===== config.mk =====
export PLATFORM = sky130hd
export DESIGN_NAME = io_sync_failsafe
export DESIGN_NICKNAME = d
export VERILOG_FILES = /design/src/rtl/io_sync_pkg.sv /design/src/rtl/sync_point_timer.sv /design/src/rtl/pd_missing_detect.sv /design/src/rtl/io_sync_failsafe.sv
export SDC_FILE = /design/constraint.sdc
export NUM_CORES = 1
export LEC_CHECK = 0
export ABC_AREA = 1
export ABC_CLOCK_PERIOD_IN_PS = 13500
export BUFFER_PORTS_ARGS = -buffer_cell sky130_fd_sc_hd__buf_2
export CORE_UTILIZATION = 24
export CTS_CLUSTER_DIAMETER = 200
export DETAILED_ROUTE_END_ITERATION = 10
export HOLD_SLACK_MARGIN = 0.12
export PLACE_DENSITY = 0.39
export SYNTH_ARGS = -nofsm -noshare
export SYNTH_HDL_FRONTEND = slang
export SYNTH_SLANG_ARGS = --single-unit
export TNS_END_PERCENT = 50

===== constraint.sdc =====
create_clock -name clk -period 13.5 [get_ports clk]
set_input_delay 0 -clock clk [delete_from_list [all_inputs] [get_ports clk]]
set_output_delay 0 -clock clk [all_outputs]
set_load 0.05 [all_outputs]

===== src/rtl/io_sync_pkg.sv =====
/*
 * Shared constants for the process-data sync and failsafe output block:
 * object indices and byte addresses, failsafe codes, reset values and timing.
 * Assumes a 125 MHz system clock and a 32-bit plain register port.
 */
package io_sync_pkg;
	localparam int ADDR_W = 10;
	localparam int CLK_NS = 8;

	// Object indices; the byte address is four times the index
	localparam logic [7:0] IDX_CAPS = 8'h05;
	localparam logic [7:0] IDX_FS_CODE = 8'h24;
	localparam logic [7:0] IDX_STORED_OUT = 8'h2f;
	localparam logic [7:0] IDX_CTRL = 8'h40;
	localparam logic [7:0] IDX_SYNC_POINT = 8'h41;
	localparam logic [7:0] IDX_CH_SEL = 8'h42;
	localparam logic [7:0] IDX_MIN_REPEAT = 8'h43;
	localparam logic [7:0] IDX_PROC_TIME = 8'h44;
	localparam logic [7:0] IDX_LEAD_TIME = 8'h45;
	localparam logic [7:0] IDX_STATUS = 8'h46;

	localparam logic [ADDR_W-1:0] ADR_CAPS = {IDX_CAPS, 2'b00};
	localparam logic [ADDR_W-1:0] ADR_FS_CODE = {IDX_FS_CODE, 2'b00};
	localparam logic [ADDR_W-1:0] ADR_STORED_OUT = {IDX_STORED_OUT, 2'b00};
	localparam logic [ADDR_W-1:0] ADR_CTRL = {IDX_CTRL, 2'b00};
	localparam logic [ADDR_W-1:0] ADR_SYNC_POINT = {IDX_SYNC_POINT, 2'b00};
	localparam logic [ADDR_W-1:0] ADR_CH_SEL = {IDX_CH_SEL, 2'b00};
	localparam logic [ADDR_W-1:0] ADR_MIN_REPEAT = {IDX_MIN_REPEAT, 2'b00};
	localparam logic [ADDR_W-1:0] ADR_PROC_TIME = {IDX_PROC_TIME, 2'b00};
	localparam logic [ADDR_W-1:0] ADR_LEAD_TIME = {IDX_LEAD_TIME, 2'b00};
	localparam logic [ADDR_W-1:0] ADR_STATUS = {IDX_STATUS, 2'b00};

	// Field positions
	localparam int CAPS_IN_SYNC_BIT = 0;
	localparam int CAPS_OUT_SYNC_BIT = 1;
	localparam int CTRL_SYNC_EN_BIT = 0;

	// Failsafe selection codes
	localparam logic [1:0] FS_ZERO = 2'h0;
	localparam logic [1:0] FS_FULL = 2'h1;
	localparam logic [1:0] FS_HOLD = 2'h2;
	localparam logic [1:0] FS_STORED = 2'h3;
	localparam logic [31:0] FS_CODE_MAX = 32'h00000003;

	// Reset values
	localparam logic [1:0] FS_CODE_RST = FS_ZERO;
	localparam logic SYNC_EN_RST = 1'b0;
	localparam logic [15:0] SYNC_POINT_RST = 16'h0000;

	// Timing figures reported to the station head, in ns
	localparam logic [15:0] MIN_REPEAT_NS = 16'h03e8;
	localparam logic [15:0] PROC_TIME_NS = 16'h00c8;
	localparam logic [15:0] LEAD_TIME_NS = 16'h0064;

	// Silence after which process data counts as missing
	localparam int WATCHDOG_NS = 100000;
	localparam int WATCHDOG_CYCLES = WATCHDOG_NS / CLK_NS;

	typedef enum logic [1:0] {ST_POWERON, ST_RUN, ST_FAILSAFE} run_state_e;
endpackage : io_sync_pkg


===== src/rtl/sync_point_timer.sv =====
/*
 * Counts local bus clocks from each cycle start and pulses at the programmed
 * synchronisation point. Assumes cycle_start is a one-cycle pulse.
 */
`timescale 1ns/1ns
`default_nettype none
module sync_point_timer #(
	parameter int CNT_W = 16
) (
	input wire logic clk,
	input wire logic rst_n,
	input wire logic cycle_start,
	input wire logic [CNT_W-1:0] sync_point,
	output logic sync_strobe
);
	logic [CNT_W-1:0] count;
	logic running;
	logic hit;

	assign hit = running && (count == sync_point);

	always_ff @(posedge clk or negedge rst_n) begin
		if (!rst_n) begin
			count <= '0;
			running <= 1'b0;
		end else if (cycle_start) begin
			count <= '0;
			running <= 1'b1;
		end else if (hit) begin
			// One strobe per cycle; a missed point waits for the next start
			running <= 1'b0;
		end else if (running) begin
			count <= count + 1'b1;
		end
	end

	always_ff @(posedge clk or negedge rst_n) begin
		if (!rst_n) begin
			sync_strobe <= 1'b0;
		end else begin
			sync_strobe <= hit && !cycle_start;
		end
	end
endmodule : sync_point_timer
`default_nettype wire


===== src/rtl/pd_missing_detect.sv =====
/*
 * Watchdog on process-data arrivals: raises missing once LIMIT clocks pass
 * with no valid frame, drops it on the next valid frame.
 * Assumes valid is a one-cycle pulse per received frame.
 */
`timescale 1ns/1ns
`default_nettype none
module pd_missing_detect #(
	parameter int LIMIT = 12500
) (
	input wire logic clk,
	input wire logic rst_n,
	input wire logic valid,
	output logic missing
);
	localparam int CW = $clog2(LIMIT + 1);
	localparam logic [CW-1:0] LAST = CW'(LIMIT - 1);
	logic [CW-1:0] idle;

	always_ff @(posedge clk or negedge rst_n) begin
		if (!rst_n) begin
			idle <= '0;
			missing <= 1'b0;
		end else if (valid) begin
			idle <= '0;
			missing <= 1'b0;
		end else if (idle == LAST) begin
			missing <= 1'b1;
		end else begin
			idle <= idle + 1'b1;
		end
	end
endmodule : pd_missing_detect
`default_nettype wire


===== src/rtl/io_sync_failsafe.sv =====
/*
 * Process-data output stage of an I/O module: switch-on and failsafe output
 * handling, optional synchronised input capture and output update, and the
 * register port used by the station head.
 * Assumes one clock, synchronous inputs and a master that never waits.
 */
// The strobed register port and the register offsets were decided locally.
// Notes on behaviour
// - Outputs stay at switch-on value until first data
// - Failsafe armed after first valid exchange
// - Missing data after arming selects failsafe outputs
// - Code 0 zeros, 1 full scale, 2 hold
// - Code 3 drives the stored failsafe output
// - Failsafe code writable and applied
// - Async update follows data arrival; inputs are captured every clock
// - All channels change at one instant
// - Capabilities report input and output sync flags
// - Repeat, processing and lead times readable
// - Capture and update at programmed sync point
// - Non-sync module transfers data immediately
// - Sync mode can be switched off
// - Writable stored output sized like process data
`timescale 1ns/1ns
`default_nettype none
module io_sync_failsafe #(
	parameter int NCH = 4,
	parameter int W = 16,
	parameter bit SYNC_CAPABLE = 1'b1,
	parameter int WATCHDOG_CYCLES = io_sync_pkg::WATCHDOG_CYCLES
) (
	input wire logic clk,
	input wire logic arst_n,
	input wire logic [io_sync_pkg::ADDR_W-1:0] addr,
	input wire logic [31:0] wdata,
	input wire logic wr,
	input wire logic rd,
	output logic [31:0] rdata,
	input wire logic pd_out_valid,
	input wire logic [NCH*W-1:0] pd_out_data,
	input wire logic cycle_start,
	input wire logic [NCH*W-1:0] in_pins,
	output logic [NCH*W-1:0] pd_in,
	output logic [NCH*W-1:0] out_value,
	output logic failsafe_active,
	output logic armed
);
	import io_sync_pkg::*;

	localparam int CS_W = (NCH > 1) ? $clog2(NCH) : 1;

	logic [1:0] rst_sync;
	logic rst_n;
	run_state_e state;
	logic [1:0] fs_code;
	logic sync_en;
	logic sync_mode;
	logic [15:0] sync_point;
	logic [CS_W-1:0] ch_sel;
	logic [NCH*W-1:0] stored;
	logic [NCH*W-1:0] fs_value;
	logic [NCH*W-1:0] pend;
	logic pend_valid;
	logic sync_strobe;
	logic missing;
	logic enter_fs;
	logic apply_now;
	logic [NCH*W-1:0] apply_data;
	logic [31:0] next_rdata;
	logic [15:0] lead_time;

	always_ff @(posedge clk or negedge arst_n) begin
		if (!arst_n) begin
			rst_sync <= 2'b00;
		end else begin
			rst_sync <= {rst_sync[0], 1'b1};
		end
	end
	assign rst_n = rst_sync[1];

	sync_point_timer #(.CNT_W(16)) u_timer (
		.clk(clk),
		.rst_n(rst_n),
		.cycle_start(cycle_start),
		.sync_point(sync_point),
		.sync_strobe(sync_strobe)
	);

	pd_missing_detect #(.LIMIT(WATCHDOG_CYCLES)) u_watch (
		.clk(clk),
		.rst_n(rst_n),
		.valid(pd_out_valid),
		.missing(missing)
	);

	// A module without sync support always runs asynchronously
	assign sync_mode = SYNC_CAPABLE && sync_en;
	// Returning data wins over a watchdog that fires in the same cycle
	assign enter_fs = (state == ST_RUN) && missing && !pd_out_valid;
	assign apply_now = sync_mode ? (sync_strobe && pend_valid) : pd_out_valid;
	assign apply_data = sync_mode ? pend : pd_out_data;
	assign lead_time = sync_mode ? LEAD_TIME_NS : 16'h0000;

	// Register writes
	always_ff @(posedge clk or negedge rst_n) begin
		if (!rst_n) begin
			fs_code <= FS_CODE_RST;
			sync_en <= SYNC_EN_RST;
			sync_point <= SYNC_POINT_RST;
			ch_sel <= '0;
		end else if (wr) begin
			case (addr)
				ADR_FS_CODE: begin
					// Out-of-range codes are not saved
					if (wdata <= FS_CODE_MAX) begin
						fs_code <= wdata[1:0];
					end
				end
				ADR_CTRL: sync_en <= wdata[CTRL_SYNC_EN_BIT];
				ADR_SYNC_POINT: sync_point <= wdata[15:0];
				ADR_CH_SEL: begin
					if (wdata < 32'(NCH)) begin
						ch_sel <= wdata[CS_W-1:0];
					end
				end
				default: ;
			endcase
		end
	end

	// Per-channel stored value and failsafe choice
	for (genvar c = 0; c < NCH; c++) begin : g_ch
		always_ff @(posedge clk or negedge rst_n) begin
			if (!rst_n) begin
				stored[c*W +: W] <= '0;
			end else if (wr && addr == ADR_STORED_OUT && ch_sel == CS_W'(c)) begin
				stored[c*W +: W] <= wdata[W-1:0];
			end
		end

		always_comb begin
			case (fs_code)
				FS_ZERO: fs_value[c*W +: W] = '0;
				FS_FULL: fs_value[c*W +: W] = '1;
				FS_HOLD: fs_value[c*W +: W] = out_value[c*W +: W];
				default: fs_value[c*W +: W] = stored[c*W +: W];
			endcase
		end
	end

	// Run state
	always_ff @(posedge clk or negedge rst_n) begin
		if (!rst_n) begin
			state <= ST_POWERON;
			armed <= 1'b0;
			failsafe_active <= 1'b0;
		end else begin
			case (state)
				ST_POWERON: begin
					if (pd_out_valid) begin
						state <= ST_RUN;
						armed <= 1'b1;
					end
				end
				ST_RUN: begin
					if (enter_fs) begin
						state <= ST_FAILSAFE;
						failsafe_active <= 1'b1;
					end
				end
				ST_FAILSAFE: begin
					if (pd_out_valid) begin
						state <= ST_RUN;
						failsafe_active <= 1'b0;
					end
				end
				default: state <= ST_POWERON;
			endcase
		end
	end

	// Data waiting for the sync point; dropped on failsafe so stale data never lands
	always_ff @(posedge clk or negedge rst_n) begin
		if (!rst_n) begin
			pend <= '0;
			pend_valid <= 1'b0;
		end else if (pd_out_valid) begin
			pend <= pd_out_data;
			pend_valid <= 1'b1;
		end else if (enter_fs || (sync_strobe && pend_valid) || !sync_mode) begin
			pend_valid <= 1'b0;
		end
	end

	// Whole output word changes at once
	always_ff @(posedge clk or negedge rst_n) begin
		if (!rst_n) begin
			out_value <= '0;
		end else if (enter_fs) begin
			out_value <= fs_value;
		end else if (apply_now) begin
			out_value <= apply_data;
		end
	end

	// Inputs: every clock when async, only at the sync point otherwise
	always_ff @(posedge clk or negedge rst_n) begin
		if (!rst_n) begin
			pd_in <= '0;
		end else if (!sync_mode || sync_strobe) begin
			pd_in <= in_pins;
		end
	end

	always_comb begin
		next_rdata = 32'h00000000;
		case (addr)
			ADR_CAPS: begin
				next_rdata[CAPS_IN_SYNC_BIT] = SYNC_CAPABLE;
				next_rdata[CAPS_OUT_SYNC_BIT] = SYNC_CAPABLE;
			end
			ADR_FS_CODE: next_rdata = 32'(fs_code);
			ADR_STORED_OUT: next_rdata = 32'(stored[ch_sel*W +: W]);
			ADR_CTRL: next_rdata[CTRL_SYNC_EN_BIT] = sync_mode;
			ADR_SYNC_POINT: next_rdata = 32'(sync_point);
			ADR_CH_SEL: next_rdata = 32'(ch_sel);
			ADR_MIN_REPEAT: next_rdata = 32'(MIN_REPEAT_NS);
			ADR_PROC_TIME: next_rdata = 32'(PROC_TIME_NS);
			ADR_LEAD_TIME: next_rdata = 32'(lead_time);
			ADR_STATUS: next_rdata = {27'h0, missing, failsafe_active, armed, state};
			default: next_rdata = 32'h00000000;
		endcase
	end

	always_ff @(posedge clk or negedge rst_n) begin
		if (!rst_n) begin
			rdata <= 32'h00000000;
		end else begin
			rdata <= rd ? next_rdata : 32'h00000000;
		end
	end

	property p_poweron_zero;
		@(posedge clk) disable iff (!rst_n)
		(state == ST_POWERON) |-> (out_value == '0);
	endproperty
	a_poweron_zero: assert property (p_poweron_zero) else $error("output left switch-on value");

	property p_arm;
		@(posedge clk) disable iff (!rst_n)
		$rose(armed) |-> $past(pd_out_valid) && ($past(state) == ST_POWERON);
	endproperty
	a_arm: assert property (p_arm) else $error("armed without first valid data");

	property p_fs_entry;
		@(posedge clk) disable iff (!rst_n)
		enter_fs |=> (state == ST_FAILSAFE) && failsafe_active;
	endproperty
	a_fs_entry: assert property (p_fs_entry) else $error("failsafe not entered");

	property p_code_zero;
		@(posedge clk) disable iff (!rst_n)
		(enter_fs && fs_code == FS_ZERO) |=> (out_value == '0);
	endproperty
	a_code_zero: assert property (p_code_zero) else $error("zero failsafe wrong");

	property p_code_hold;
		@(posedge clk) disable iff (!rst_n)
		(enter_fs && fs_code == FS_HOLD) |=> $stable(out_value) ##1 (out_value == $past(out_value, 2) || pd_out_valid || $past(pd_out_valid));
	endproperty
	a_code_hold: assert property (p_code_hold) else $error("hold failsafe changed output");

	property p_code_stored;
		@(posedge clk) disable iff (!rst_n)
		(enter_fs && fs_code == FS_STORED) |=> (out_value == $past(stored));
	endproperty
	a_code_stored: assert property (p_code_stored) else $error("stored failsafe wrong");

	property p_code_write;
		@(posedge clk) disable iff (!rst_n)
		(wr && addr == ADR_FS_CODE && wdata <= FS_CODE_MAX) |=> (fs_code == $past(wdata[1:0]));
	endproperty
	a_code_write: assert property (p_code_write) else $error("failsafe code not stored");

	property p_async_update;
		@(posedge clk) disable iff (!rst_n)
		(!sync_mode && pd_out_valid) |=> (out_value == $past(pd_out_data));
	endproperty
	a_async_update: assert property (p_async_update) else $error("async update late");

	property p_sync_update;
		@(posedge clk) disable iff (!rst_n)
		(sync_mode && pd_out_valid && !sync_strobe && !enter_fs) |=> (out_value == $past(out_value));
	endproperty
	a_sync_update: assert property (p_sync_update) else $error("sync output moved early");

	property p_caps;
		@(posedge clk) disable iff (!rst_n)
		(rd && addr == ADR_CAPS) |=> (rdata[CAPS_OUT_SYNC_BIT] == SYNC_CAPABLE) ##1 (rdata == 32'h00000000 || $past(rd));
	endproperty
	a_caps: assert property (p_caps) else $error("capability flags wrong");

	property p_no_sync;
		@(posedge clk) disable iff (!rst_n)
		(wr && addr == ADR_CTRL && !wdata[CTRL_SYNC_EN_BIT]) |=> !sync_mode;
	endproperty
	a_no_sync: assert property (p_no_sync) else $error("sync mode not switched off");
endmodule : io_sync_failsafe
`default_nettype wire


Yosys cells after proc, flatten, opt, wreduce, memory -nomap -nowiden:

Cells that the tools add are included.

* register bits: 349
* input bits: 176
* output and inout port bits: 162
* logic and storage cells: 117

* add/subtract/negate cells: 2
* order comparisons: 2
* eq/ne operators: 25
* shifts and indexed selects: 1
* multiplexer cells: 30
* reduce and logical (&&, ||, !) cells: 35

Operator list (number)
* 2-to-1 mux 64 bit: 3
* case mux 16 bit (3 select lines): 4
* case mux 14 bit (6 select lines): 1
* == test 10 x 9 -> 1 bit (second input constant): 7
* variable part select 64 x 7 -> 16 bit: 1
* 2-to-1 mux 16 bit: 3
* <= comparator 32 x 2 -> 1 bit (second input constant): 1
* < comparator 32 x 3 -> 1 bit (second input constant): 1
* 2-to-1 mux 32 bit: 1
* 2-to-1 mux 14 bit: 2
* == test 10 x 8 -> 1 bit (second input constant): 2
* adder 16 x 1 -> 16 bit (second input constant): 1
* == test 16 bit: 1
* adder 14 x 1 -> 14 bit (second input constant): 1
* == test 14 bit (second input constant): 1
* AND reduction 2 bit: 6
* nonzero test 2 bit: 6
* == test 10 x 5 -> 1 bit (second input constant): 1
* logical AND 1 bit: 10
* inequality test 2 bit (second input constant): 5
* 2-to-1 mux 1 bit: 9
* AND reduction 3 bit: 3
* == test 2 bit (second input constant): 4
* case mux 1 bit (8 select lines): 1
* other kinds (11): 20

Depth between registers and ports, before layout:

Gate-level depths: netlist of the first run.

* depth after elaboration: 7
* gate-level depth with buffers: 12
* depth with buffers taken out: 10

Cells and area by module:

Synthesis of the first run repeated with hierarchy kept, for this count alone.

* cell total of the unflattened synthesis: 2201
* area total of the unflattened synthesis: 16833.6 sq um

By module, submodules not included
* io_sync_failsafe: times used 1, cells each 1807, area each 14417.6 sq um, seq. area each 7507.2 sq um
* sync_point_timer: times used 1, cells each 275, area each 1555.2 sq um, seq. area each 450.4 sq um
* pd_missing_detect: times used 1, cells each 119, area each 860.8 sq um, seq. area each 375.4 sq um

Worst setup path after synthesis of the first run:

Ideal clock, no wire load.

* path type: reg2reg
* start: register state[1]
* end: register out_value[13]
* setup time: 0.118 ns
* data arrival time: 1.395 ns
* data required time: 13.382 ns
* setup slack: 11.987 ns
* stages on the path, launching flop included: 10
* path buffers: 3
* clock period less this slack: 1.513 ns
* cells stage by stage: dfrtp_1 -> nor2_2 -> nand2_2 -> buf_6 -> inv_6 -> nor2_2 -> a31oi_4 -> buf_6 -> buf_6 -> o21ai_2

* cells in the longest elaborated chain, start to end: 5
* elaborated cells on any way between the ends: 7
* classes of those cells: eq/ne: 2; mux: 1; reduce/logical: 4

Ends and longest elaborated chain
* start, declared: line io_sync_failsafe.sv:53 `run_state_e state;`
* start signal, assigned: line io_sync_failsafe.sv:153 `state <= ST_POWERON;`
* start signal, assigned: line io_sync_failsafe.sv:160 `state <= ST_RUN;`
* start signal, assigned: line io_sync_failsafe.sv:166 `state <= ST_FAILSAFE;`
* == test 2 x 1 -> 1 bit (*): line io_sync_failsafe.sv:98 `assign enter_fs = (state == ST_RUN) && missing && !pd_out_valid;`
* logical AND 1 bit (*) (2 in series): line io_sync_failsafe.sv:98
* inequality test 2 bit (no source line) or nonzero test 2 bit (tied branches)
* AND reduction 2 bit (no source line)
* end signal, assigned: line io_sync_failsafe.sv:199 `out_value <= fs_value;`
* end signal, assigned: line io_sync_failsafe.sv:201 `out_value <= apply_data;`
* end, declared: line io_sync_failsafe.sv:43 `output logic [NCH*W-1:0] out_value,`

Mark *: on every way between the ends. The rest lies on a longest branch, timed or not.
A chain may end at the register's enable or synchronous reset.

Worst setup path in the final report of the first run:

* start: input port wdata[7]
* end: register ch_sel[1]

* cells in the longest elaborated chain, start to end: 2

Ends and longest elaborated chain
* start, declared: line io_sync_failsafe.sv:34 `input wire logic [31:0] wdata,`
* < comparator 32 x 3 -> 1 bit: line io_sync_failsafe.sv:121 `if (wdata < 32'(NCH)) begin`
* AND reduction 3 bit (no source line)
* end signal, assigned: line io_sync_failsafe.sv:122 `ch_sel <= wdata[CS_W-1:0];`
* end, declared: line io_sync_failsafe.sv:58 `logic [CS_W-1:0] ch_sel;`

Every way passes these cells.

==> results.py, run 1 <==
metrics = {
    "setup_path": {
        "startpoint_type": "input port",
        "criticalPathCategory": "input port to register",
        "cp_common_cell": "dlygate4sd3_1",
        "arrival_ps": 3890,
        "cp_data_required_time_ps": 13940,
        "end_kind": "register",
        "critPathMaxFanout": 6,
        "rrSetupSlack_ps": 10310,
        "cp_slowest_cell": "dlygate4sd3_1",
        "critPathMaxStageDelay_ps": 600,
        "crit_chain": "dlygate4sd3_1 -> buf_2 -> inv_1 -> nand4_1 -> o21ai_0 -> dlygate4sd3_1 -> nor3_1 -> dlygate4sd3_1 -> nand3_1 -> dlygate4sd3_1 -> nand2_1 -> dlygate4sd3_1",
    },
    "detailed_routing": {
        "wl_per_cell_um": 17.5,
        "wirelength_um": 60700,
        "drt-initial-drc-count": 974,
        "viasPerCell": 4.40,
        "drc_errors": 0,
        "vias": 15200,
        "firstDrtPassIters": 5,
        "ant_nets": 0,
    },
    "timing": {
        "tightest_slew_ps": 1150,
        "fmax_mhz": 290,
        "maxSlewViolCount": 0,
        "clock_skew_ps": 30.6,
        "period_minus_slack_ps": 3450,
        "finalCritPeriodShare": 0.255,
        "tns_ps": 0,
        "hold_viol": 0,
        "relSlewSlack": 0.235,
        "worst_slack_ps": 10050,
        "finalSetupViolCount": 0,
        "rsz0062_at_grt": "false",
    },
    "synthesis": {
        "ys_ff_latch": 333,
        "synth_cell_type_count": 39,
        "avgSynthCellArea_um2": 7.92,
        "syn_area_mm2": 0.0164,
        "syn_inst": 2073,
        "yosysWarnings": 0,
        "seq_area_frac_synth": 0.508,
    },
    "grt": {
        "grt_pass1_wl_um": 93300,
        "track_usage": 0.174,
        "grt_overflow": 0,
        "grt_pass1_vias": 15100,
        "grt_max_degree": 86,
        "antenna_found_initial": 2,
    },
    "clock_network": {
        "cts_buffers": 43,
        "root_buffer": "clkbuf_16",
        "cts_tree": "built",
        "clk_latency_ps": 590,
        "cts.sinks": 333,
        "cts_setup_buffers": 0,
        "cts-htree-levels": 2,
        "cts.clk_slew.worst_paths_ps": 50,
        "clk_path_buf_depth": 3,
    },
    "run": {
        "maxCapViolCount": 0,
    },
    "placed_design": {
        "place_area_mm2": 0.0186,
        "place_congestion": 0.848,
        "dp_slack_ps": 10100,
        "hpwl_um": 43200,
        "portBuffers": 321,
    },
    "power_and_ir_drop": {
        "power_leakage_uw": 0.0108,
        "ir_worst_vdd_mv": 0.0781,
        "powerDensity_mw_per_mm2": 176,
    },
    "cells_and_area": {
        "stdcell_area_mm2": 0.0221,
        "fillCellCount": 7203,
        "layout.nets": 2735,
        "final_cell_mix": "nand2_1 (674), dfrtp_1 (330), buf_2 (321), dlygate4sd3_1 (220), inv_1 (212)",
        "final_common_cell": "nand2_1",
        "syn2layout_area_growth_pct": 34.9,
        "final_layout_size_suffix_gt1_frac": 0.189,
    },
    "die": {
        "pin_count": 338,
        "die_area_mm2": 0.0694,
        "die_w_um": 264,
        "core_mm2": 0.0674,
        "rows": 95,
        "initial_core_util": 0.244,
        "die_h_um": 264,
    },
    "hold_path": {
        "hold_class": "input port to register",
    },
    "run_status": {
        "outcome": "finished clean",
    },
}
registers in the layout, summed over array words and instances, names as in the netlist, 14 cells and up:
| register | flops |
|---|---|
| out_value | 64 |
| pd_in | 64 |
| pend | 64 |
| rdata | 16 |
| stored | 64 |
| sync_point | 16 |
| u_timer.count | 16 |
| u_watch.idle | 14 |
power by group:
| group | leakage (uW) | switching [uW] | internal, uW |
|---|---|---|---|
| logic | 0.00583 | 1100 | 350 |
| registers | 0.00431 | 124 | 1200 |
| clock network | 0.000673 | 464 | 660 |
| total | 0.0108 | 1680 | 2210 |
per-stage QoR:
| stage | total power (uW) | utilization | instances | hold slack (ps) |
|---|---|---|---|---|
| finish | 3900 | 0.329 | 3461 | 131 |
| global route | 4120 | 0.329 | 3460 | 160 |
| CTS | 3970 | 0.329 | 3459 | 121 |
| detailed placement | 2760 | 0.276 | 3165 | -215 |
| global placement | 2750 | 0.276 | 3165 | -213 |
| floorplan | 2410 | - | 2088 | -296 |
critical path, delay by kind of cell:
kind                   cells  cell delay [ps]
buffers and inverters      7             3220
AND/OR/NAND/NOR            4              460
AO/OA/AOI/OAI              1              200
area by class of cell:
type	count	area, um2	area share
Multi-Input combinational cell	1398	6580	0.297
Inverter	224	846	0.0382
Clock inverter	9	58.8	0.00266
Tap cell	873	1090	0.0493
Antenna cell	2	5.00	0.000226
Sequential cell	333	8340	0.377
Timing Repair Buffer	557	3930	0.177
Clock buffer	65	1300	0.0586
final timing paths:
path	from	endpoint	cells after the start
max	wdata[7]	ch_sel[1]$_DFFE_PN0P_	12
min	addr[6]	rdata[3]$_DFF_PN0_	8
max reg2reg	rst_sync[1]$_DFF_PN0_	pend[33]$_DFFE_PN0P_	3
min reg2reg	rst_sync[1]$_DFF_PN0_	rdata[13]$_DFF_PN0_	0
max in group asynchronous	rst_sync[1]$_DFF_PN0_	pend[33]$_DFFE_PN0P_	3
min in group asynchronous	arst_n	rst_sync[1]$_DFF_PN0_	3
metal layers:
layer | up-vias | share of wire | track usage
li1 | 7610 | - | -
met1 | 7176 | 0.45 | 0.230
met2 | 378 | 0.47 | 0.294
met3 | 66 | 0.052 | 0.0291
met4 | 2 | 0.019 | 0.0447
met5 | - | 0.00021 | 0
synth_stat cells:
master / n / share of area
a21oi_1: 79 / 0.024
a22oi_1: 11 / 0.0050
a31oi_4: 1 / 0.0013
and2_1: 1 / 0.00038
buf_1: 15 / 0.0034
buf_12: 1 / 0.0012
buf_2: 26 / 0.0079
buf_4: 16 / 0.0073
buf_6: 16 / 0.011
clkbuf_1: 58 / 0.013
clkbuf_2: 1 / 0.00030
clkinv_1: 1 / 0.00023
conb_1: 2 / 0.00046
dfrtp_1: 333 / 0.51
ha_1: 2 / 0.0015
inv_1: 214 / 0.049
inv_2: 8 / 0.0018
inv_6: 1 / 0.00053
nand2_1: 674 / 0.15
nand2_2: 16 / 0.0061
nand3_1: 60 / 0.018
nand3_2: 2 / 0.0012
nand3b_1: 3 / 0.0014
nand4_1: 38 / 0.014
nor2_1: 93 / 0.021
nor2_2: 9 / 0.0034
nor2_4: 1 / 0.00069
nor3_1: 16 / 0.0049
nor3_2: 2 / 0.0012
nor3_4: 1 / 0.00099
nor4_1: 3 / 0.0011
o211ai_1: 64 / 0.029
o21ai_0: 192 / 0.059
o21ai_1: 59 / 0.018
o21ai_2: 40 / 0.021
o31ai_1: 1 / 0.00046
or2_2: 2 / 0.00076
xnor2_1: 3 / 0.0016
xor2_1: 8 / 0.0043
what timing repair did:
| action | in CTS | in global routing |
|---|---|---|
| gates resized for setup | 0 | 0 |
| endpoints found under the setup margin | 0 | 0 |
| hold endpoints to repair | 302 | 0 |
| hold buffers | 220 | 0 |
kinds of logic (layout without fill, tap and decap cells):
family,after synthesis,count (layout),synth area share
adders and majority gates,2,2,0.00152
other,2,19,0.000458
and+or+nand+nor,921,921,0.230
DFF,333,333,0.508
buffers and inverters,357,855,0.0960
xor gates and xnor gates,11,11,0.00587
AOI/OAI and AO/OA,447,447,0.158
Note: power is estimated with default switching activity, not from simulation.
==> inputs of run 2 (changes only) <==
--- a/config.mk
+++ b/config.mk
@@ -5,14 +5,14 @@
 export SDC_FILE = /design/constraint.sdc
 export NUM_CORES = 1
 export LEC_CHECK = 0
-export ABC_AREA = 1
-export ABC_CLOCK_PERIOD_IN_PS = 13500
+export ABC_AREA = 0
+export ABC_CLOCK_PERIOD_IN_PS = 2800
 export BUFFER_PORTS_ARGS = -buffer_cell sky130_fd_sc_hd__buf_2
 export CORE_UTILIZATION = 24
 export CTS_CLUSTER_DIAMETER = 200
 export DETAILED_ROUTE_END_ITERATION = 10
 export HOLD_SLACK_MARGIN = 0.12
-export PLACE_DENSITY = 0.39
+export PLACE_DENSITY = 0.41
 export SYNTH_ARGS = -nofsm -noshare
 export SYNTH_HDL_FRONTEND = slang
 export SYNTH_SLANG_ARGS = --single-unit
==> constraint.sdc (replaced) <==
create_clock -name clk -period 2.8 [get_ports clk]
set_input_delay 0 -clock clk [delete_from_list [all_inputs] [get_ports clk]]
set_output_delay 0 -clock clk [all_outputs]
set_load 0.05 [all_outputs]
==> results.py, run 2 <==
metrics = {
    "timing": {
        "clock_skew_ps": 16.7,
        "maxSlewViolCount": 0,
        "tightest_slew_ps": 733,
        "period_minus_slack_ps": 2670,
        "fmax_mhz": 374,
        "hold_viol": 0,
        "finalSetupViolCount": 0,
        "rsz0062_at_grt": "false",
        "finalCritPeriodShare": 0.955,
        "relSlewSlack": 0.511,
        "whs_ps": 204,
    },
    "clock_network": {
        "clk_latency_ps": 570,
        "cts.clk_slew.worst_paths_ps": 60,
        "cts_tree": "built",
        "cts_buffers": 42,
        "cts.repair.resized": 0,
        "root_buffer": "clkbuf_16",
        "clk_path_buf_depth": 3,
        "cts-htree-levels": 2,
        "cts.sinks": 333,
    },
    "detailed_routing": {
        "wl_per_cell_um": 20.5,
        "drc_errors": 0,
        "drt-initial-drc-count": 515,
        "vias": 11600,
        "viasPerCell": 4.52,
        "wirelength_um": 52800,
        "ant_nets": 0,
        "firstDrtPassIters": 4,
    },
    "cells_and_area": {
        "layout.nets": 1878,
        "final_common_cell": "dfrtp_1",
        "final_layout_size_suffix_gt1_frac": 0.420,
        "fillCellCount": 6365,
        "syn2layout_area_growth_pct": 38.7,
        "final_cell_mix": "dfrtp_1 (330), buf_2 (320), mux2_2 (274), dlygate4sd3_1 (189), a21oi_1 (89)",
        "stdcell_area_mm2": 0.0215,
    },
    "grt": {
        "antenna_found_initial": 4,
        "grt_pass1_wl_um": 80600,
        "grt_pass1_vias": 12400,
        "grt_overflow": 0,
        "track_usage": 0.161,
        "grt_max_degree": 85,
    },
    "synthesis": {
        "avgSynthCellArea_um2": 13.0,
        "synth_top_area_frac": 0.538,
        "async_flop_share": 1.00,
        "seq_area_frac_synth": 0.538,
        "yosysMostFrequentCell": "dfrtp_1",
        "syn_inst": 1190,
        "synth_edf_count": 0,
        "ys_ff_latch": 333,
        "yosysWarnings": 0,
        "synth_cell_type_count": 57,
        "ys_top_cells_by_area": "dfrtp_1 (54%), mux2_2 (20%), mux2i_1 (4.3%)",
        "post-synth-top-area-cell": "dfrtp_1",
        "synth_common_cells": "dfrtp_1 (333), mux2_2 (274), a21oi_1 (89)",
        "syn_area_mm2": 0.0155,
        "ys.flop_type": "dfrtp_1",
    },
    "setup_path": {
        "cp_data_required_time_ps": 3310,
        "criticalPathCategory": "input port to register",
        "startpoint_type": "input port",
        "end_kind": "register",
        "critPathMaxFanout": 17,
        "arrival_ps": 3180,
    },
    "run": {
        "maxCapViolCount": 0,
    },
    "die": {
        "pin_count": 338,
        "die_h_um": 256,
        "initial_core_util": 0.244,
        "core_mm2": 0.0634,
        "die_w_um": 256,
        "rows": 92,
        "die_area_mm2": 0.0655,
    },
    "placed_design": {
        "hpwl_um": 38100,
        "place_area_mm2": 0.0182,
        "place_congestion": 0.851,
        "portBuffers": 321,
    },
    "power_and_ir_drop": {
        "power_leakage_uw": 0.00941,
        "powerDensity_mw_per_mm2": 585,
        "ir_worst_vdd_mv": 0.389,
    },
    "hold_path": {
        "hold_class": "input port to register",
    },
    "run_status": {
        "outcome": "finished clean",
    },
}
## run 2: path summary, 6_finish.rpt
kind                                        from                           end  depth (start not counted)  slack, ps
max in group asynchronous  rst_sync[1]$_DFF_PN0_  u_timer.count[6]$_DFFE_PN0P_                          1       1590
min in group asynchronous                 arst_n         rst_sync[1]$_DFF_PN0_                          3        290
min reg2reg                rst_sync[1]$_DFF_PN0_          pend[16]$_DFFE_PN0P_                          0        320
max reg2reg                ch_sel[0]$_DFFE_PN0P_            rdata[5]$_DFF_PN0_                          5        410
min                                    wdata[21]         ch_sel[1]$_DFFE_PN0P_                          6        200
max                                      addr[4]            rdata[5]$_DFF_PN0_                         11        130
## run 2: area by class of cell
class | count | area, um2 | area share
Sequential cell | 333 | 8340 | 0.389
Multi-Input combinational cell | 768 | 6700 | 0.312
Timing Repair Buffer | 547 | 3930 | 0.183
Clock buffer | 64 | 1280 | 0.0595
Tap cell | 846 | 1060 | 0.0493
Clock inverter | 7 | 116 | 0.00542
Inverter | 8 | 30.0 | 0.00140
Antenna cell | 2 | 5.00 | 0.000233
## run 2: metal layers
metal  global-route usage  routed length, um  vias up
met5                    0                  8        -
met4               0.0404               1180        2
met3               0.0315               2210       64
met2                0.277              26000      296
met1                0.205              23400     5877
li1                     -                  -     5404
## run 2: kinds of logic after synthesis
group | share of synthesized area
AOI/OAI and AO/OA | 0.0811
xor gates and xnor gates | 0.0147
adders and majority gates | 0.00162
buffers and inverters | 0.0335
DFF | 0.538
muxes | 0.269
other | 0.000485
and+or+nand+nor | 0.0614
## run 2: repair_timing
item,in CTS,in global routing
buffers inserted,0,0
hold buffers,189,0
hold endpoints to repair,318,0
## run 2: metrics by stage
step / setup slack [ps] / cells / utilization / setup TNS [ps] / power, uW
after floorplan: -497 / 1205 / - / -164590 / 6380
after global placement: 459 / 2313 / 0.286 / 0 / 6920
after detailed placement: 494 / 2313 / 0.286 / 0 / 6940
after CTS: 134 / 2573 / 0.338 / 0 / 12800
after global routing: 6.92 / 2575 / 0.338 / 0 / 13100
final: 127 / 2575 / 0.338 / 0 / 12600
## run 2: power by group
| group | total (uW) | internal [uW] | switching (uW) | leakage (uW) |
|---|---|---|---|---|
| sequential | 5250 | 5080 | 168 | 0.00418 |
| clock | 5510 | 3400 | 2110 | 0.000680 |
| combinational | 1810 | 693 | 1110 | 0.00455 |
| total | 12600 | 9170 | 3390 | 0.00941 |
## run 2: worst max-delay path, stage by stage
cell and delay (ps):
dlygate4sd3_1 520, buf_2 250, nor4b_4 290, dlygate4sd3_1 590, nand2_1 60, nor3_2 160
buf_4 270, o21ai_0 140, buf_4 190, a31oi_1 140, dlygate4sd3_1 560
